`src/logic/pmw_pkg.sv`:
```
// Purpose: constants for the power mode and wake-up controller
// Assumes: single 100 MHz clock domain
// Notes: slow divider code n gives a ratio of 2^(n+1), 2 up to 64
package pmw_pkg;
  localparam int unsigned CLK_PERIOD_NS = 10;
  localparam int unsigned RESTART_CYCLES = 1024;
  localparam int unsigned SLOW_DIV_W = 3;
  localparam logic [2:0] SLOW_DIV_MAX = 3'h5;
  localparam logic [2:0] SLOW_DIV_RST = 3'h0;
  localparam int unsigned PORTA_W = 8;
  localparam logic PWDN_FLAG_RST = 1'b0;
  localparam logic TOF_RST = 1'b0;
  typedef enum logic [1:0] {
    PMW_MODE_NORMAL,
    PMW_MODE_SLOW,
    PMW_MODE_IDLE,
    PMW_MODE_SLEEP
  } pmw_mode_t;
endpackage

```
`src/logic/pmw_slow_div.sv`:
```
// Purpose: divides the main clock into the slow clock enable
// Assumes: ratio code already limited by the caller
// Notes: emits a one-cycle tick every 2^(code+1) clocks
`timescale 1ns/1ns
`default_nettype none
module pmw_slow_div #(
  parameter int unsigned CNT_W = 6
) (
  // Clock and reset
  input wire logic i_mclk,
  input wire logic i_nrst,
  // Control
  input wire logic i_run,
  input wire logic [2:0] i_ratio,
  // Tick
  output logic o_tick
);
  logic [CNT_W-1:0] cnt_q;
  logic [CNT_W-1:0] mask;

  // Width check; a narrower counter could not reach the 64 ratio
  if (CNT_W < 6) begin : g_bad_width
    $error("pmw_slow_div: counter too narrow");
  end

  // Terminal count mask from the ratio code
  assign mask = CNT_W'((7'h02 << i_ratio) - 7'h01);

  // Free counter, held clear when stopped so restart is clean
  always_ff @(posedge i_mclk or negedge i_nrst) begin
    if (!i_nrst) begin
      cnt_q <= '0;
      o_tick <= 1'b0;
    end else if (!i_run) begin
      cnt_q <= '0;
      o_tick <= 1'b0;
    end else begin
      o_tick <= ((cnt_q & mask) == mask);
      cnt_q <= ((cnt_q & mask) == mask) ? '0 : cnt_q + CNT_W'(1);
    end
  end
endmodule // pmw_slow_div
`default_nettype wire

```
`src/logic/pmw_ctrl.sv`:
```
// Purpose: operating mode, power-down entry, wake-up and restart control
// Assumes: core strobes are on i_mclk; pins and wake events are asynchronous
// Notes: clock gates are enables for the clock tree, not clocks themselves
// Overview of operation
// - Mode comes from speed select, idle select and stop execution
// - Normal runs main clock and CPU; idle keeps sub; sleep stops more
// - Slow mode divides main by 2 to 64; software keeps it above 100kHz
// - LCD clock follows its enable bit in normal, slow and idle
// - Watchdog clock follows option and control register; in power down only when sourced from sub
// - Only the stop instruction enters power down
// - Power down stops oscillator and halts; state is kept
// - Power down clears watchdog; it runs only on its own oscillator
// - Stop sets power-down flag and clears time-out flag
// - Wake on reset pin, Port A falling edge, interrupt, watchdog overflow
// - Reset pin wake is full reset; watchdog wake is watchdog reset
// - Power-down flag cleared by power-up or clear instruction, set by stop
// - Watchdog wake sets time-out flag and resets only PC and SP
// - Each Port A pin enables its own falling-edge wake; resume after stop
// - Disabled interrupt or full stack resumes after stop; stays pending
// - Enabled interrupt with stack room takes normal interrupt response
// - An interrupt requested two or more cycles before stop cannot wake
// - Every wake waits 1024 system clocks before resuming
// - Interrupt service entry comes at least one cycle after the delay
// - Resume-after-stop executes right when the delay ends
// - Speed select picks main or divided slow clock, ratio by divider bits
`timescale 1ns/1ns
`default_nettype none
module pmw_ctrl #(
  parameter int unsigned PORTA_W = pmw_pkg::PORTA_W,
  parameter int unsigned RESTART_CYCLES = pmw_pkg::RESTART_CYCLES
) (
  // Clock and reset
  input wire logic i_mclk,
  input wire logic i_nrst,
  // Clock mode register fields
  input wire logic i_clock_speed_select,
  input wire logic i_idle_select,
  input wire logic [2:0] i_slow_clock_divider,
  input wire logic i_lcd_clock_enable,
  // Watchdog configuration and events
  input wire logic i_wdt_option_en,
  input wire logic i_wdt_ctrl_en,
  input wire logic i_wdt_src_sub,
  input wire logic i_wdt_overflow,
  // Core strobes
  input wire logic i_stop_exec,
  input wire logic i_watchdog_clear_instruction,
  // Wake sources
  input wire logic i_ext_reset_n,
  input wire logic [PORTA_W-1:0] i_porta,
  input wire logic [PORTA_W-1:0] i_porta_wake_en,
  input wire logic i_int_req,
  input wire logic i_int_enabled,
  input wire logic i_stack_full,
  // Clock gates
  output logic o_main_clk_en,
  output logic o_slow_clk_en,
  output logic o_sys_tick,
  output logic o_sub_clk_en,
  output logic o_int_clk_en,
  output logic o_lcd_clk_en,
  output logic o_wdt_clk_en,
  // Core control
  output logic o_cpu_run,
  output logic o_wdt_clear,
  output logic o_full_reset,
  output logic o_wdt_reset,
  output logic o_resume_next,
  output logic o_int_service,
  // Status
  output logic [1:0] o_mode,
  output logic o_powerdown_flag,
  output logic o_timeout_flag
);
  typedef enum logic [2:0] {
    PMW_RUN,
    PMW_DOWN,
    PMW_RESTART,
    PMW_INT_GAP
  } pmw_state_t;

  typedef enum logic [1:0] {
    PMW_WK_NEXT,
    PMW_WK_INT,
    PMW_WK_WDT
  } pmw_wake_t;

  // Restart counter just wide enough; its last value fits below 2^CNT_W
  localparam int unsigned CNT_W = $clog2(RESTART_CYCLES);
  // Divider counter spans the largest ratio of 64
  localparam int unsigned SLOW_CNT_W = 6;

  // Parameter sanity; a restart below two cycles would leave no count at all
  if (RESTART_CYCLES < 2 || PORTA_W < 1) begin : g_bad_params
    $error("pmw_ctrl: unsupported parameter values");
  end

  pmw_state_t state_q;
  pmw_wake_t wake_q;
  logic sleep_q;
  logic [CNT_W-1:0] cnt_q;
  logic rst_s1_q, rst_s2_q, rst_prev_q;
  logic [PORTA_W-1:0] pa_s1_q, pa_s2_q, pa_prev_q;
  logic int_s1_q, int_s2_q, int_prev_q;
  logic wdo_s1_q, wdo_s2_q;
  logic int_armed_q;
  logic [2:0] ratio;
  logic slow_run;
  logic slow_tick;
  logic pa_fall;
  logic int_wake;
  logic wdt_wake;
  logic rst_wake;
  logic any_wake;
  logic in_down;

  // Two-stage synchronisers for pins and asynchronous event lines
  // Reset values are the idle levels, so release never looks like an edge
  always_ff @(posedge i_mclk or negedge i_nrst) begin
    if (!i_nrst) begin
      rst_s1_q <= 1'b1;
      rst_s2_q <= 1'b1;
      rst_prev_q <= 1'b1;
      pa_s1_q <= '1;
      pa_s2_q <= '1;
      pa_prev_q <= '1;
      int_s1_q <= 1'b0;
      int_s2_q <= 1'b0;
      int_prev_q <= 1'b0;
      wdo_s1_q <= 1'b0;
      wdo_s2_q <= 1'b0;
    end else begin
      rst_s1_q <= i_ext_reset_n;
      rst_s2_q <= rst_s1_q;
      rst_prev_q <= rst_s2_q;
      pa_s1_q <= i_porta;
      pa_s2_q <= pa_s1_q;
      pa_prev_q <= pa_s2_q;
      int_s1_q <= i_int_req;
      int_s2_q <= int_s1_q;
      int_prev_q <= int_s2_q;
      wdo_s1_q <= i_wdt_overflow;
      wdo_s2_q <= wdo_s1_q;
    end
  end

  // Wake qualification; only meaningful while powered down
  // Edges come from the second stage against its delayed copy, one cycle wide
  assign in_down = (state_q == PMW_DOWN);
  assign pa_fall = |(pa_prev_q & ~pa_s2_q & i_porta_wake_en);
  assign int_wake = int_armed_q && int_s2_q && !int_prev_q;
  assign wdt_wake = wdo_s2_q;
  assign rst_wake = rst_prev_q && !rst_s2_q;
  assign any_wake = in_down && (rst_wake || pa_fall || int_wake || wdt_wake);

  // Interrupt wake armed at stop only if no request was already up
  // The request is seen two cycles late; one raised just before stop still wakes
  always_ff @(posedge i_mclk or negedge i_nrst) begin
    if (!i_nrst) begin
      int_armed_q <= 1'b0;
    end else if (i_stop_exec && state_q == PMW_RUN) begin
      int_armed_q <= !int_s2_q;
    end else if (!in_down) begin
      int_armed_q <= 1'b0;
    end
  end

  // Power-down sequencer; stop instruction is the only way in
  always_ff @(posedge i_mclk or negedge i_nrst) begin
    if (!i_nrst) begin
      state_q <= PMW_RUN;
      wake_q <= PMW_WK_NEXT;
      sleep_q <= 1'b0;
      cnt_q <= '0;
    end else begin
      case (state_q)
        PMW_RUN: begin
          if (i_stop_exec) begin
            state_q <= PMW_DOWN;
            sleep_q <= !i_idle_select;
          end
        end
        PMW_DOWN: begin
          if (any_wake) begin
            state_q <= PMW_RESTART;
            cnt_q <= '0;
            // Watchdog takes priority so its reset is never lost
            // An interrupt is serviced only when it woke the device alone
            if (wdt_wake) begin
              wake_q <= PMW_WK_WDT;
            end else if (int_wake && !pa_fall && !rst_wake && i_int_enabled && !i_stack_full) begin
              wake_q <= PMW_WK_INT;
            end else begin
              wake_q <= PMW_WK_NEXT;
            end
          end
        end
        PMW_RESTART: begin
          // Counts system clocks; the slow tick paces slow mode
          if (o_sys_tick) begin
            if (cnt_q == CNT_W'(RESTART_CYCLES - 1)) begin
              state_q <= (wake_q == PMW_WK_INT) ? PMW_INT_GAP : PMW_RUN;
              sleep_q <= 1'b0;
            end
            cnt_q <= cnt_q + CNT_W'(1);
          end
        end
        PMW_INT_GAP: begin
          if (o_sys_tick) begin
            state_q <= PMW_RUN;
          end
        end
        default: state_q <= PMW_RUN;
      endcase
    end
  end

  // Slow clock divider; ratio code clipped to the 64 limit
  assign ratio = (i_slow_clock_divider > pmw_pkg::SLOW_DIV_MAX) ?
                 pmw_pkg::SLOW_DIV_MAX : i_slow_clock_divider;
  // Divider runs only while the main clock does and slow mode is chosen
  assign slow_run = o_main_clk_en && !i_clock_speed_select;

  pmw_slow_div #(
    .CNT_W(SLOW_CNT_W)
  ) u_slow_div (
    .i_mclk(i_mclk),
    .i_nrst(i_nrst),
    .i_run(slow_run),
    .i_ratio(ratio),
    .o_tick(slow_tick)
  );

  // Clock gating per mode; restart runs the oscillator again
  always_comb begin
    o_main_clk_en = !in_down;
    o_slow_clk_en = o_main_clk_en;
    o_sys_tick = o_main_clk_en && (i_clock_speed_select || slow_tick);
    // Sub clock is never gated; it keeps time across power down
    o_sub_clk_en = 1'b1;
    o_int_clk_en = !(in_down && sleep_q) && (i_wdt_src_sub || !in_down);
    o_lcd_clk_en = i_lcd_clock_enable && !(in_down && sleep_q);
    o_wdt_clk_en = i_wdt_option_en && i_wdt_ctrl_en && (i_wdt_src_sub || !in_down);
    o_cpu_run = (state_q == PMW_RUN);
  end

  // Mode report; speed select gives normal or slow while running
  always_comb begin
    if (in_down) begin
      o_mode = sleep_q ? pmw_pkg::PMW_MODE_SLEEP : pmw_pkg::PMW_MODE_IDLE;
    end else if (i_clock_speed_select) begin
      o_mode = pmw_pkg::PMW_MODE_NORMAL;
    end else begin
      o_mode = pmw_pkg::PMW_MODE_SLOW;
    end
  end

  // Registered pulses toward the core
  // Each pulse lasts one cycle; the core latches what it needs
  always_ff @(posedge i_mclk or negedge i_nrst) begin
    if (!i_nrst) begin
      o_wdt_clear <= 1'b0;
      o_full_reset <= 1'b0;
      o_wdt_reset <= 1'b0;
      o_resume_next <= 1'b0;
      o_int_service <= 1'b0;
    end else begin
      o_wdt_clear <= state_q == PMW_RUN && i_stop_exec;
      // Pin reset wake asks the core for its full reset at once
      o_full_reset <= rst_wake && in_down;
      o_wdt_reset <= state_q == PMW_RESTART && o_sys_tick && wake_q == PMW_WK_WDT &&
                     cnt_q == CNT_W'(RESTART_CYCLES - 1);
      o_resume_next <= state_q == PMW_RESTART && o_sys_tick && wake_q == PMW_WK_NEXT &&
                       cnt_q == CNT_W'(RESTART_CYCLES - 1);
      o_int_service <= state_q == PMW_INT_GAP && o_sys_tick;
    end
  end

  // Power-down flag: stop sets it, clear instruction clears it
  // Power-up clears it through the reset value
  always_ff @(posedge i_mclk or negedge i_nrst) begin
    if (!i_nrst) begin
      o_powerdown_flag <= pmw_pkg::PWDN_FLAG_RST;
    end else if (i_stop_exec && state_q == PMW_RUN) begin
      o_powerdown_flag <= 1'b1;
    end else if (i_watchdog_clear_instruction) begin
      o_powerdown_flag <= 1'b0;
    end
  end

  // Time-out flag: set by watchdog wake, cleared by stop; set wins
  // The two never meet: one needs power down, the other needs run
  always_ff @(posedge i_mclk or negedge i_nrst) begin
    if (!i_nrst) begin
      o_timeout_flag <= pmw_pkg::TOF_RST;
    end else if (in_down && wdt_wake) begin
      o_timeout_flag <= 1'b1;
    end else if (i_stop_exec && state_q == PMW_RUN) begin
      o_timeout_flag <= 1'b0;
    end
  end
endmodule // pmw_ctrl
`default_nettype wire

```
`config.mk`:
```
export PLATFORM = sky130hd
export DESIGN_NAME = pmw_ctrl
export DESIGN_NICKNAME = d
export VERILOG_FILES = /design/src/logic/pmw_pkg.sv /design/src/logic/pmw_slow_div.sv /design/src/logic/pmw_ctrl.sv
export SDC_FILE = /design/constraint.sdc
export NUM_CORES = 1
export LEC_CHECK = 0
export BUFFER_PORTS_ARGS = -buffer_cell sky130_fd_sc_hd__buf_2
export CAP_MARGIN = 15
export CORE_UTILIZATION = 53
export CTS_CLUSTER_SIZE = 24
export DETAILED_ROUTE_END_ITERATION = 16
export PLACE_DENSITY = 0.85
export SLEW_MARGIN = 15
export SYNTH_ARGS = -nofsm -noshare
export SYNTH_HDL_FRONTEND = slang
export SYNTH_SLANG_ARGS = --single-unit
```
`constraint.sdc`:
```
create_clock -name i_mclk -period 1.7 [get_ports i_mclk]
set_input_delay 0.085 -clock i_mclk [delete_from_list [all_inputs] [get_ports i_mclk]]
set_output_delay 0.085 -clock i_mclk [all_outputs]
set_load 0.05 [all_outputs]
```
## Word-level counts from Yosys, hierarchy flattened

Index checks and enable logic that the tools add are counted.

| operators by class | value |
|---|---|
| $lt $le $gt $ge | 1 |
| bitwise logic cells | 4 |
| eq/ne operators | 13 |
| multiplexer cells | 29 |
| reduce and logical (&&, ||, !) cells | 50 |
| $add $sub $neg | 3 |
| shifts and indexed selects | 1 |

Operators by type and width:

| kind | number |
|---|---|
| 1-bit logical AND | 24 |
| 10-bit 2-to-1 mux | 2 |
| 10-bit one-hot mux with 2 select lines | 1 |
| 3-bit 2-to-1 mux | 6 |
| 8-bit AND | 2 |
| 1-bit 2-to-1 mux | 13 |
| 6-bit 2-to-1 mux | 2 |
| 3-bit one-hot mux with 4 select lines | 1 |
| 10-bit by 1-bit adder with 10-bit output (second input constant) | 1 |
| 10-bit equality test (second input constant) | 1 |
| 1-bit logical NOT | 10 |
| 2-bit inequality test (second input constant) | 5 |
| 8-bit inverter | 1 |
| 2-bit nonzero test | 4 |
| 8-bit OR reduction | 1 |
| 6-bit by 1-bit adder with 6-bit output (second input constant) | 1 |
| 6-bit AND | 1 |
| 3-bit by 2-bit equality test with 1-bit output (second input constant) | 2 |
| 6-bit equality test | 1 |
| 2-bit 2-to-1 mux | 3 |
| 2-bit by 3-bit left shift with 6-bit output (first input constant) | 1 |
| 6-bit by 1-bit subtractor with 6-bit output (second input constant) | 1 |
| 1-bit logical OR | 5 |
| 5-bit AND reduction | 1 |
| other kinds (11) | 11 |

| storage, ports and cells | value |
|---|---|
| bits in registers | 63 |
| word-level logic and storage cells | 126 |
| input bits | 34 |
| output and inout bits | 17 |

## Depth between registers and ports, before layout

Gate-level depths: netlist of run 1.

| depth | value |
|---|---|
| depth after elaboration | 11 |
| mapped depth | 7 |
| gate-level depth less buffers | 7 |

## By module

From an unflattened synthesis of run 1, not the netlist that was laid out.

| unflattened totals | value |
|---|---|
| cell total of the unflattened synthesis | 227 |
| area total of the unflattened synthesis | 2,655.0 um^2 |

By module, submodules not included:

| module | area each (um^2) | cells each | times used |
|---|---|---|---|
| pmw_ctrl | 2,223.4 | 185 | 1 |
| pmw_slow_div | 431.7 | 42 | 1 |

## Least setup slack after synthesis of run 1

Ideal clock, no wire load.

| timing path | value |
|---|---|
| path kind | reg-to-output |
| from | register state_q[1] |
| to | output o_mode[0] |
| path slack | -710 ps |
| arrival | 2,325 ps |
| cell stages (with the launch flop) | 5 |
| buffers on the path | 1 |
| required time | 1,615 ps |
| cells stage by stage | dfrtp_1 nand2b_1 inv_2 clkbuf_1 o21ai_0 |

| on the way | value |
|---|---|
| cells in the longest elaborated chain, start to end | 2 |

RTL lines:

| element | RTL line | source |
|---|---|---|
| from (decl) | pmw_ctrl.sv:98 | `pmw_state_t state_q;` |
| from (signal assigned) | pmw_ctrl.sv:202 | `state_q <= (wake_q == PMW_WK_INT) ? PMW_INT_GAP : PMW_RUN;` |
| 3-bit by 1-bit equality test with 1-bit output | pmw_ctrl.sv:149 | `assign in_down = (state_q == PMW_DOWN);` |
| via in_down | pmw_ctrl.sv:115 | `logic in_down;` |
| 2-bit 2-to-1 mux | pmw_ctrl.sv:249 | `if (in_down) begin` |
| to (decl) | pmw_ctrl.sv:71 | `output logic [1:0] o_mode,` |

The timed path passes the listed nets, and every way through them passes these cells.

## Final worst setup path of run 1

| timing path | value |
|---|---|
| from | register cnt_q[1] |
| to | register sleep_q |

| on the way | value |
|---|---|
| cells in the longest elaborated chain, start to end | 3 |

RTL lines:

| element | RTL line | source |
|---|---|---|
| from (decl) | pmw_ctrl.sv:101 | `logic [CNT_W-1:0] cnt_q;` |
| from (signal assigned) | pmw_ctrl.sv:205 | `cnt_q <= cnt_q + CNT_W'(1);` |
| 10-bit equality test | pmw_ctrl.sv:201 | `if (cnt_q == CNT_W'(RESTART_CYCLES - 1)) begin` |
| 2-bit inequality test (no line) | n/a |  |
| 4-bit AND reduction (no line) | n/a |  |
| to (signal assigned) | pmw_ctrl.sv:180 | `sleep_q <= !i_idle_select;` |
| to (decl) | pmw_ctrl.sv:100 | `logic sleep_q;` |

Every way passes these cells.
A chain may end at the register's enable or synchronous reset.

==> results of run 1 <==
[synth_stat cells]
cell / number
nor2b_1: 3
xor2_1: 6
ha_1: 3
nor3b_1: 1
a21o_1: 1
and2_1: 2
nand4b_1: 1
mux2i_1: 1
o21ai_2: 1
o21ai_0: 5
o211ai_1: 1
or4b_1: 1
or4b_4: 1
conb_1: 1
buf_2: 1
nor3_1: 6
a311oi_1: 1
inv_2: 1
nand2_1: 28
dfstp_2: 27
nand3_1: 8
o221ai_1: 1
a21oi_2: 1
and3_1: 1
a221o_1: 1
o22ai_1: 7
o21ai_1: 3
a21oi_1: 3
xnor2_1: 7
buf_4: 4
and4_1: 1
a22o_1: 1
clkbuf_1: 2
and3_2: 1
inv_1: 10
nor4_1: 4
dfrtp_1: 35
or3_1: 1
nand2b_1: 2
nor2_1: 22
[cell type report]
cell class / count / area, sq um
Sequential cell: 62 / 1590
Multi-Input combinational cell: 127 / 790
Clock buffer: 10 / 128
Tap cell: 52 / 65.1
Clock inverter: 6 / 68.8
Inverter: 11 / 41.3
Timing Repair Buffer: 79 / 537
Fill cell: 284 / 1140
[cells in the final DEF, fill, tap and decap left out, types with 3 or more instances in the layout]
cell | netlist | routed
buf_2 | 1 | 43
inv_1 | 10 | 10
nor4_1 | 4 | 3
nand3_1 | 8 | 8
nor3_1 | 6 | 5
xor2_1 | 6 | 6
xnor2_1 | 7 | 7
o21ai_0 | 5 | 3
nor2_1 | 22 | 20
dfstp_2 | 27 | 27
dlygate4sd3_1 | 0 | 14
o22ai_1 | 7 | 7
nand2_1 | 28 | 27
a21oi_2 | 1 | 3
o21ai_2 | 1 | 4
buf_4 | 4 | 19
clkbuf_8 | 0 | 9
dfrtp_1 | 35 | 35
[registers in the layout, summed over array words and instances (netlist names), 2 cells and up]
signal,flops
u_slow_div.cnt_q,6
pa_prev_q,8
cnt_q,10
state_q,2
pa_s1_q,8
pa_s2_q,8
wake_q,2
[what timing repair did]
action | CTS | global route
gates cloned | 0 | 0
hold buffers | 14 | 0
gates resized for setup | 8 | 10
setup endpoints to repair | 18 | 13
setup buffers | 1 | 3
pin swaps | 0 | 5
endpoints found under the hold margin | 48 | 0
[routing by layer]
metal | up-vias | GRT usage, % | part of all wire, %
met1 | 856 | 28.2 | 44
li1 | 861 | - | -
met5 | - | 0 | 0
met4 | 0 | 11.1 | 1.9
met2 | 52 | 34.4 | 50
met3 | 7 | 7.27 | 5.0
[path summary, 6_finish.rpt]
check,startpoint,slack [ns],depth (start not counted),endpoint
min reg2reg,int_s1_q,0.35,0,int_s2_q
min,i_clock_speed_select,0.03,2,u_slow_div.cnt_q[0]
max,cnt_q[1],-0.0001,6,sleep_q
max in group asynchronous,i_nrst,1.10,3,pa_s2_q[5]
min in group asynchronous,i_nrst,0.27,3,o_int_service
max reg2reg,cnt_q[1],-0.0001,6,sleep_q
[per-stage QoR]
stage | TNS (ns) | hold WS [ns] | power, mW | setup slack [ns]
2_1_floorplan | -0.000546 | -0.211 | 2.62 | -0.000546
3_3_place_gp | -0.915 | 0.108 | 2.93 | -0.146
3_5_place_dp | -1.96 | 0.116 | 2.96 | -0.257
4_1_cts | 0 | 0.0125 | 4.32 | 0.00168
5_1_grt | -0.164 | 0.0362 | 4.60 | -0.0685
6_report | -0.000114 | 0.0290 | 4.38 | -0.000114
[critical path: cells and delay by family, from the launching register on]
| kind | cells | cell delay [ns] |
|---|---|---|
| adder cells (fa/ha/maj) | 1 | 0.21 |
| AO/OA/AOI/OAI | 2 | 0.29 |
| AND/OR/NAND/NOR | 3 | 0.71 |
| flip-flops | 1 | 0.39 |
[logic make-up (layout without fill, tap and decap cells)]
logic type | Yosys count | after routing | synth area share (%)
flops | 62 | 62 | 66.1
simple gates | 83 | 83 | 16.5
compound gates | 26 | 26 | 6.99
xor+xnor | 13 | 13 | 4.75
other cells | 1 | 1 | 0.156
buf+inv | 18 | 106 | 3.50
mux | 1 | 1 | 0.418
fa+ha+maj | 3 | 3 | 1.57
[power by group]
| group | total (mW) | internal (mW) | switching, mW |
|---|---|---|---|
| clock | 1.27 | 0.688 | 0.581 |
| sequential | 1.82 | 1.68 | 0.134 |
| combinational | 1.30 | 0.461 | 0.835 |
==> impl_metrics.xml, run 1 <==
<?xml version="1.0" encoding="UTF-8"?>
<metrics>
  <group name="floorplan">
    <metric name="ios" unit="">51</metric>
    <metric name="die_h" unit="microns">69.3</metric>
    <metric name="initial_core_util" unit="%">55.1</metric>
    <metric name="chip_width" unit="microns">69.3</metric>
    <metric name="floorplan.die_area" unit="sq um">4800</metric>
    <metric name="design.core.area" unit="sq um">4350</metric>
    <metric name="row_count" unit="">24</metric>
  </group>
  <group name="cts">
    <metric name="cts_inserted_buffers" unit="">9</metric>
    <metric name="worstSkewPairLatency" unit="ns">0.34</metric>
    <metric name="cts_max_level" unit="">3</metric>
    <metric name="tritoncts_num_sinks" unit="">62</metric>
    <metric name="clk_pin_slew_worst_paths" unit="ns">0.07</metric>
    <metric name="cts_root_buf" unit="">clkbuf_8</metric>
    <metric name="tritoncts" unit="">built</metric>
    <metric name="clock_tree.buffer_depth" unit="">2</metric>
  </group>
  <group name="synthesis">
    <metric name="number_of_distinct_library_cells_after_synthesis" unit="">40</metric>
    <metric name="synth_top_cell_area_share" unit="%">36.5</metric>
    <metric name="synth.ff_latch_count" unit="">62</metric>
    <metric name="synthesis.area" unit="sq um">2400</metric>
    <metric name="avgSynthCellArea" unit="sq um">11.6</metric>
    <metric name="ys_warn_count" unit="">0</metric>
    <metric name="syn_inst" unit="">207</metric>
    <metric name="ys_seq_area_share" unit="%">66.1</metric>
    <metric name="largest_cells_by_area_after_synthesis" unit="">dfrtp_1 (37%), dfstp_2 (30%), nand2_1 (4.4%), nor2_1 (3.4%), xnor2_1 (2.6%)</metric>
    <metric name="syn_nets" unit="">244</metric>
    <metric name="synth_largest_area_cell" unit="">dfrtp_1</metric>
  </group>
  <group name="placed_design">
    <metric name="dp_hpwl" unit="mm">3.03</metric>
    <metric name="portBuffers" unit="">49</metric>
    <metric name="place_congestion" unit="">0.853</metric>
    <metric name="placed_cells" unit="">313</metric>
    <metric name="placed_cell_area" unit="sq um">2790</metric>
  </group>
  <group name="setup_path">
    <metric name="worstPathRequired" unit="ns">1.93</metric>
    <metric name="worst-setup-path-type" unit="">register to register</metric>
    <metric name="critical_path.slowest_cell" unit="">or4b_4</metric>
    <metric name="worstPathCellList" unit="">ha_2, nand2_2, or4b_4, a22o_1, nand2_1, o21ai_2</metric>
    <metric name="critical-path-max-stage-delay" unit="ns">0.57</metric>
    <metric name="worstSetupStartpointType" unit="">register</metric>
    <metric name="critical_path.max_fanout" unit="">4</metric>
    <metric name="arrival" unit="ns">1.93</metric>
    <metric name="critical_path_capture_point_type" unit="">register</metric>
  </group>
  <group name="power_and_ir_drop">
    <metric name="ir_drop" unit="mV">0.824</metric>
    <metric name="power_density" unit="nW/um^2">1360</metric>
    <metric name="total_leakage_power" unit="nW">1.49</metric>
  </group>
  <group name="global_route">
    <metric name="grt_antenna_before_repair" unit="">0</metric>
    <metric name="grt_first_pass_wirelength" unit="mm">8.05</metric>
    <metric name="maximum_number_of_pins_on_one_net_before_global_route_repair" unit="">63</metric>
    <metric name="grt_pass1_vias" unit="">1749</metric>
    <metric name="grt.total_usage" unit="%">22.2</metric>
    <metric name="gr-total-overflow" unit="">0</metric>
  </group>
  <group name="layout">
    <metric name="post-route-util" unit="%">73.8</metric>
    <metric name="post-route-cell-area" unit="sq um">3210</metric>
    <metric name="n_antenna_cell" unit="">0</metric>
    <metric name="layout-drive-gt1-share" unit="%">42.7</metric>
    <metric name="fin_cells" unit="">347</metric>
    <metric name="final_nets" unit="">327</metric>
    <metric name="area_growth_syn_to_layout" unit="%">34.1</metric>
  </group>
  <group name="routing">
    <metric name="first_pass_iters" unit="">4</metric>
    <metric name="total_wire_length_after_detailed_routing" unit="mm">4.65</metric>
    <metric name="drt-initial-drc-count" unit="">98</metric>
    <metric name="routed_via_density" unit="">5.12</metric>
    <metric name="drt.antenna.violating_nets" unit="">0</metric>
    <metric name="drt_drc_violations_left" unit="">0</metric>
    <metric name="detail_route.wl_per_cell" unit="microns">13.4</metric>
    <metric name="detailroute.via_count" unit="">1776</metric>
  </group>
  <group name="timing">
    <metric name="final-max-slew-violation-count" unit="">0</metric>
    <metric name="grt_setup_unrepaired" unit="">true</metric>
    <metric name="final_hold_viol_count" unit="">0</metric>
    <metric name="setup_ws" unit="ns">-0.000114</metric>
    <metric name="fmax" unit="GHz">0.588</metric>
    <metric name="min_period_over_period" unit="%">100</metric>
    <metric name="setup_viol" unit="">1</metric>
    <metric name="final.min_clock_period" unit="ns">1.70</metric>
    <metric name="skew" unit="ns">0.00977</metric>
  </group>
  <group name="outcome">
    <metric name="outcome" unit="">finished, violations left</metric>
    <metric name="failed_checks" unit="">setup timing</metric>
  </group>
  <group name="flow_run">
    <metric name="timing.max_cap.violations" unit="">0</metric>
  </group>
  <group name="worst_hold_path">
    <metric name="hold_path_class" unit="">primary input to register</metric>
  </group>
</metrics>
Note: power is estimated with default switching activity, not from simulation.
==> run 2: changes to the inputs <==
Settings changed: CELL_PAD_IN_SITES_DETAIL_PLACEMENT from default to 2, CELL_PAD_IN_SITES_GLOBAL_PLACEMENT from default to 2, CORE_UTILIZATION 53 to 34, PLACE_DENSITY 0.85 to 0.84.
==> run 2 against run 1 <==
Effect of this change: the flow now finishes without violations; non-clock buffer count is 6 higher; sequential power hardly changed; via count is 4.9% higher; wire length is 42% higher; clock power is 13% higher; register-to-register slack better by 0.02 ns; global-route usage is 2.2 points lower; setup slack better by 0.015 ns.
==> impl_metrics.xml, run 2 (synthesized netlist as in run 1, its figures left out) <==
<?xml version="1.0" encoding="UTF-8"?>
<metrics>
  <group name="outcome">
    <metric name="outcome" unit="">finished, final reports clean</metric>
  </group>
  <group name="setup_path">
    <metric name="worst-setup-path-type" unit="">register to register</metric>
    <metric name="reg2reg_from" unit="">cnt_q[1]</metric>
    <metric name="arrival" unit="ns">1.92</metric>
    <metric name="worstSetupStartpointType" unit="">register</metric>
    <metric name="reg2reg_setup_slack" unit="ns">0.02</metric>
    <metric name="critical_path.max_fanout" unit="">4</metric>
    <metric name="critical_path_capture_point_type" unit="">register</metric>
    <metric name="worstPathRequired" unit="ns">1.93</metric>
    <metric name="worst-r2r-cell-count" unit="">6</metric>
    <metric name="critical_path.reg2reg.endpoint" unit="">state_q[1]</metric>
  </group>
  <group name="global_route">
    <metric name="grt_pass1_vias" unit="">2151</metric>
    <metric name="grt_antenna_before_repair" unit="">0</metric>
    <metric name="maximum_number_of_pins_on_one_net_before_global_route_repair" unit="">63</metric>
    <metric name="gr-total-overflow" unit="">0</metric>
    <metric name="grt.total_usage" unit="%">20.0</metric>
    <metric name="grt_first_pass_wirelength" unit="mm">10.8</metric>
  </group>
  <group name="cts">
    <metric name="worstSkewPairLatency" unit="ns">0.35</metric>
    <metric name="clk_pin_slew_worst_paths" unit="ns">0.08</metric>
    <metric name="tritoncts" unit="">built</metric>
    <metric name="clock_tree.buffer_depth" unit="">2</metric>
    <metric name="cts_max_level" unit="">3</metric>
    <metric name="cts_root_buf" unit="">clkbuf_8</metric>
    <metric name="cts_inserted_buffers" unit="">9</metric>
    <metric name="tritoncts_num_sinks" unit="">62</metric>
  </group>
  <group name="routing">
    <metric name="met2_length" unit="mm">3.47</metric>
    <metric name="total_wire_length_after_detailed_routing" unit="mm">6.60</metric>
    <metric name="detail_route.wl_per_cell" unit="microns">16.6</metric>
    <metric name="first_pass_iters" unit="">4</metric>
    <metric name="wl_met1" unit="mm">2.74</metric>
    <metric name="drt_drc_violations_left" unit="">0</metric>
    <metric name="drt-initial-drc-count" unit="">60</metric>
    <metric name="dr.max_layer_used" unit="">met4</metric>
    <metric name="detailroute.via_count" unit="">1863</metric>
    <metric name="dr_wl_met3" unit="microns">187</metric>
    <metric name="routed_via_density" unit="">4.69</metric>
    <metric name="drt.antenna.violating_nets" unit="">0</metric>
  </group>
  <group name="floorplan">
    <metric name="floorplan.die_area" unit="sq um">7390</metric>
    <metric name="design.core.area" unit="sq um">6790</metric>
    <metric name="chip_width" unit="microns">86.0</metric>
    <metric name="die_h" unit="microns">86.0</metric>
    <metric name="row_count" unit="">30</metric>
    <metric name="initial_core_util" unit="%">35.3</metric>
    <metric name="ios" unit="">51</metric>
  </group>
  <group name="layout">
    <metric name="final_common_cell" unit="">buf_2</metric>
    <metric name="area_growth_syn_to_layout" unit="%">38.6</metric>
    <metric name="filler_cell_count" unit="">697</metric>
    <metric name="n_antenna_cell" unit="">0</metric>
    <metric name="registers.top_by_ff_count" unit="">cnt_q</metric>
    <metric name="final_nets" unit="">333</metric>
    <metric name="post-route-util" unit="%">48.9</metric>
    <metric name="most_frequent_cells_in_the_layout" unit="">buf_2 (46), dfrtp_1 (34), nand2_1 (27), dfstp_2 (27), buf_4 (22)</metric>
    <metric name="multi_input_area" unit="sq um">777</metric>
    <metric name="layout-drive-gt1-share" unit="%">43.9</metric>
    <metric name="largest_register_ffs" unit="">10</metric>
    <metric name="area.sequential" unit="sq um">1590</metric>
  </group>
  <group name="worst_hold_path">
    <metric name="worstHoldEndpoint" unit="">wake_q[0]</metric>
    <metric name="hold_path_class" unit="">primary input to register</metric>
    <metric name="hold_path_startpoint" unit="">i_stack_full</metric>
    <metric name="worst_hold_path.num_cells" unit="">3</metric>
  </group>
  <group name="power_and_ir_drop">
    <metric name="pwr-share-comb" unit="%">30.0</metric>
    <metric name="power_density" unit="nW/um^2">1410</metric>
    <metric name="ir_drop" unit="mV">0.672</metric>
    <metric name="switching_share" unit="%">36.6</metric>
    <metric name="proportion_of_power_drawn_by_the_clock_network" unit="%">30.8</metric>
    <metric name="total_leakage_power" unit="nW">1.53</metric>
    <metric name="sequentialPowerShare" unit="%">39.1</metric>
    <metric name="net_load_switching_power" unit="mW">1.71</metric>
    <metric name="internal_power" unit="mW">2.97</metric>
  </group>
  <group name="timing">
    <metric name="setup_viol" unit="">0</metric>
    <metric name="hold-worst-slack" unit="ns">0.0582</metric>
    <metric name="final-max-slew-violation-count" unit="">0</metric>
    <metric name="grt_setup_unrepaired" unit="">true</metric>
    <metric name="fmax" unit="GHz">0.593</metric>
    <metric name="min_period_over_period" unit="%">99.1</metric>
    <metric name="final.min_clock_period" unit="ns">1.68</metric>
    <metric name="skew" unit="ns">0.00889</metric>
    <metric name="final_hold_viol_count" unit="">0</metric>
  </group>
  <group name="flow_run">
    <metric name="timing.max_cap.violations" unit="">0</metric>
  </group>
  <group name="placed_design">
    <metric name="dp_hpwl" unit="mm">4.46</metric>
    <metric name="place_congestion" unit="">0.783</metric>
    <metric name="portBuffers" unit="">49</metric>
  </group>
</metrics>
==> run 2: power by group through the flow <==
| stage | clock (mW) | combinational (mW) | sequential (mW) |
|---|---|---|---|
| 6_report | 1.44 | 1.40 | 1.83 |
| 4_1_cts | 1.49 | 1.30 | 1.85 |
| 5_1_grt | 1.55 | 1.50 | 1.85 |
| 3_5_place_dp | 0 | 1.21 | 1.87 |
| 3_3_place_gp | 0 | 1.15 | 1.84 |
| 2_1_floorplan | 0 | 0.681 | 1.94 |
==> run 2: critical path, cell delays in order, from the launching register on <==
cell	delay, ns
dfrtp_1	0.37
ha_2	0.19
nand2_2	0.06
or4b_4	0.56
a21oi_2	0.12
o22ai_1	0.08
a21o_1	0.19
==> run 2: cell type report <==
cell class              count  area share [%]
clock buffers              10            4.48
flip-flops and latches     62            47.7
inverters                  11            1.32
clock inverters             6            2.22
repair buffers             85            17.2
well taps                  96            3.61
multi-input cells         127            23.4
==> run 2: per-layer routing <==
layer	vias up	track usage [%]
met5	-	0
met4	0	10.6
met3	14	4.04
met2	49	35.4
met1	930	22.7
li1	870	-
==> run 2: worst max-delay path by stage <==
stage,from,end,slack [ns],cells past startpoint
after floorplan,state_q[0],sleep_q,-0.0005,6
after global placement,pa_s2_q[2],cnt_q[0],0.06,6
after detailed placement,i_slow_clock_divider[2],u_slow_div.cnt_q[2],-0.04,8
after CTS,cnt_q[1],state_q[1],-0.02,6
after global routing,cnt_q[0],state_q[1],-0.06,6
final,cnt_q[1],state_q[1],0.02,6
==> run 2: timing repair <==
action | in CTS | in global routing
endpoints found under the setup margin | 11 | 19
pin swaps | 5 | 4
buffers inserted | 1 | 6
hold buffers | 15 | 0
endpoints found under the hold margin | 49 | 0
resized for setup | 8 | 5
==> run 2: stage by stage <==
step	total power [mW]	instance area [sq um]	setup slack (ns)	TNS [ns]	std cells
floorplan	2.62	2420	-0.000546	-0.000546	207
global placement	3.00	2860	0.0615	0	359
detailed placement	3.08	2860	-0.0386	-0.199	359
CTS	4.64	3260	-0.0202	-0.0310	391
global route	4.90	3320	-0.0586	-0.231	397
finish	4.68	3320	0.0151	0	397
==> run 3: changes to the inputs <==
Settings changed: CORE_UTILIZATION 34 to 37, PLACE_DENSITY 0.84 to 0.9.
Clock period 1.7 ns to 2.1 ns, I/O delays scaled along.
==> run 3 against run 2 <==
Effect of this change: global-route usage rose by 4.9 points; cell area fell by 7.4%; clock-buffer cell count rose by 5; sequential cell count did not move; worst hold slack got worse by 0.015 ns; register-to-register slack improved by 0.11 ns.
==> impl_metrics.xml, run 3 (synthesized netlist as in run 1, its figures left out) <==
<?xml version="1.0" encoding="UTF-8"?>
<metrics>
  <group name="routing">
    <metric name="total_wire_length_after_detailed_routing" unit="mm">7.38</metric>
    <metric name="routed_via_density" unit="">5.15</metric>
    <metric name="detailroute.via_count" unit="">1838</metric>
    <metric name="detail_route.wl_per_cell" unit="microns">20.7</metric>
    <metric name="drt.antenna.violating_nets" unit="">0</metric>
    <metric name="drt-initial-drc-count" unit="">59</metric>
    <metric name="drt_drc_violations_left" unit="">0</metric>
    <metric name="first_pass_iters" unit="">4</metric>
  </group>
  <group name="floorplan">
    <metric name="die_h" unit="microns">82.5</metric>
    <metric name="chip_width" unit="microns">82.5</metric>
    <metric name="ios" unit="">51</metric>
    <metric name="initial_core_util" unit="%">39.3</metric>
    <metric name="row_count" unit="">28</metric>
    <metric name="design.core.area" unit="sq um">6100</metric>
    <metric name="floorplan.die_area" unit="sq um">6810</metric>
  </group>
  <group name="layout">
    <metric name="final_nets" unit="">314</metric>
    <metric name="n_antenna_cell" unit="">0</metric>
    <metric name="most_frequent_cells_in_the_layout" unit="">buf_2 (49), dfrtp_1 (34), nand2_1 (28), dfstp_2 (27), nor2_1 (22)</metric>
    <metric name="largest_register_ffs" unit="">10</metric>
    <metric name="area_growth_syn_to_layout" unit="%">28.3</metric>
    <metric name="fin_cells" unit="">357</metric>
    <metric name="post-route-util" unit="%">50.5</metric>
    <metric name="registers.top_by_ff_count" unit="">cnt_q</metric>
    <metric name="layout-drive-gt1-share" unit="%">35.5</metric>
    <metric name="final_common_cell" unit="">buf_2</metric>
    <metric name="post-route-cell-area" unit="sq um">3080</metric>
  </group>
  <group name="timing">
    <metric name="min_period_over_period" unit="%">94.0</metric>
    <metric name="grt_setup_unrepaired" unit="">false</metric>
    <metric name="final-max-slew-violation-count" unit="">0</metric>
    <metric name="max_slew.worst_pin.slew" unit="ns">0.719</metric>
    <metric name="final.min_clock_period" unit="ns">1.97</metric>
    <metric name="skew" unit="ns">0.0100</metric>
    <metric name="timing.slew.headroom" unit="%">51.6</metric>
    <metric name="fin_tns_setup" unit="ns">0</metric>
    <metric name="fmax" unit="GHz">0.507</metric>
    <metric name="final_hold_viol_count" unit="">0</metric>
    <metric name="setup_viol" unit="">0</metric>
  </group>
  <group name="global_route">
    <metric name="maximum_number_of_pins_on_one_net_before_global_route_repair" unit="">27</metric>
    <metric name="grt.total_usage" unit="%">24.9</metric>
    <metric name="grt_first_pass_wirelength" unit="mm">11.6</metric>
    <metric name="gr-total-overflow" unit="">0</metric>
    <metric name="grt_antenna_before_repair" unit="">0</metric>
    <metric name="grt_pass1_vias" unit="">2099</metric>
  </group>
  <group name="setup_path">
    <metric name="critical_path_buf_inv_count" unit="">1</metric>
    <metric name="arrival" unit="ns">2.20</metric>
    <metric name="worst-setup-path-type" unit="">register to register</metric>
    <metric name="critical_path_capture_point_type" unit="">register</metric>
    <metric name="critical_path.max_fanout" unit="">11</metric>
    <metric name="worstPathRequired" unit="ns">2.33</metric>
    <metric name="worstSetupStartpointType" unit="">register</metric>
    <metric name="timing.critical_path.max_delay_family" unit="">simple AND/OR/NAND/NOR gates</metric>
    <metric name="path_common_cell" unit="">o22ai_1</metric>
    <metric name="worstPathCellList" unit="">o22ai_1, nor4_1, a21oi_1, buf_4, o22ai_1</metric>
    <metric name="critical-path-max-stage-delay" unit="ns">0.65</metric>
    <metric name="critical_path.slowest_cell" unit="">nor4_1</metric>
  </group>
  <group name="cts">
    <metric name="tritoncts" unit="">built</metric>
    <metric name="clock_tree.buffer_depth" unit="">2</metric>
    <metric name="tritoncts_num_sinks" unit="">62</metric>
    <metric name="cts_max_level" unit="">3</metric>
    <metric name="cts_inserted_buffers" unit="">9</metric>
    <metric name="clk_pin_slew_worst_paths" unit="ns">0.07</metric>
    <metric name="worstSkewPairLatency" unit="ns">0.34</metric>
    <metric name="cts_root_buf" unit="">clkbuf_8</metric>
  </group>
  <group name="placed_design">
    <metric name="placed_cells" unit="">327</metric>
    <metric name="portBuffers" unit="">49</metric>
    <metric name="dp_hpwl" unit="mm">4.50</metric>
    <metric name="place_congestion" unit="">0.748</metric>
    <metric name="placed_cell_area" unit="sq um">2720</metric>
  </group>
  <group name="flow_run">
    <metric name="timing.max_cap.violations" unit="">0</metric>
  </group>
  <group name="worst_hold_path">
    <metric name="hold_path_class" unit="">primary input to register</metric>
  </group>
  <group name="power_and_ir_drop">
    <metric name="ir_drop" unit="mV">0.632</metric>
    <metric name="total_leakage_power" unit="nW">1.42</metric>
    <metric name="power_density" unit="nW/um^2">1140</metric>
  </group>
  <group name="outcome">
    <metric name="outcome" unit="">finished, final reports clean</metric>
  </group>
</metrics>
-- run 3: worst paths after layout --
kind                       cells after the start                 start  slack (ns)                   to
setup / recovery                               5            pa_s2_q[2]        0.13            wake_q[0]
hold / removal                                 2  i_clock_speed_select        0.04  u_slow_div.cnt_q[0]
setup reg to reg                               5            pa_s2_q[2]        0.13            wake_q[0]
hold reg to reg                                0            pa_s1_q[4]        0.35           pa_s2_q[4]
max in group asynchronous                      3                i_nrst        1.08           pa_s2_q[1]
min in group asynchronous                      2                i_nrst        0.25  u_slow_div.cnt_q[0]
-- run 3: report_power, final --
| part | leakage [nW] | internal [mW] | switching (mW) |
|---|---|---|---|
| Clock | 0.111 | 0.640 | 0.455 |
| Combinational | 0.563 | 0.239 | 0.654 |
| Sequential | 0.744 | 1.36 | 0.155 |
-- run 3: cell type report --
cell class / instances / area (sq um)
repair buffers: 66 / 408
well taps: 75 / 93.8
clock inverters: 1 / 6.26
flip-flops and latches: 62 / 1590
clock buffers: 15 / 209
inverters: 11 / 41.3
fillers: 632 / 3020
multi-input cells: 127 / 732
-- run 3: metal layers --
metal	up-vias	GRT usage (%)	routed length, microns
met5	-	0	0
met4	0	6.55	80
met3	7	6.70	241
met2	50	44.9	3950
met1	950	29.1	3110
li1	831	-	-
-- run 3: stage by stage --
| step | power (mW) | hold WS (ns) | setup WS (ns) |
|---|---|---|---|
| floorplan | 2.10 | -0.191 | 0.0342 |
| CTS | 3.51 | 0.0312 | 0.0240 |
| global placement | 2.32 | 0.0754 | 0.407 |
| finish | 3.51 | 0.0429 | 0.127 |
| detailed placement | 2.37 | 0.0850 | 0.273 |
| global route | 3.67 | 0.0381 | 0.000596 |
-- run 3: timing repair --
action / CTS / global route
resized for setup: 0 / 1
buffers inserted: 0 / 0
setup endpoints to repair: 0 / 3
endpoints found under the hold margin: 29 / 0
hold buffers: 14 / 0
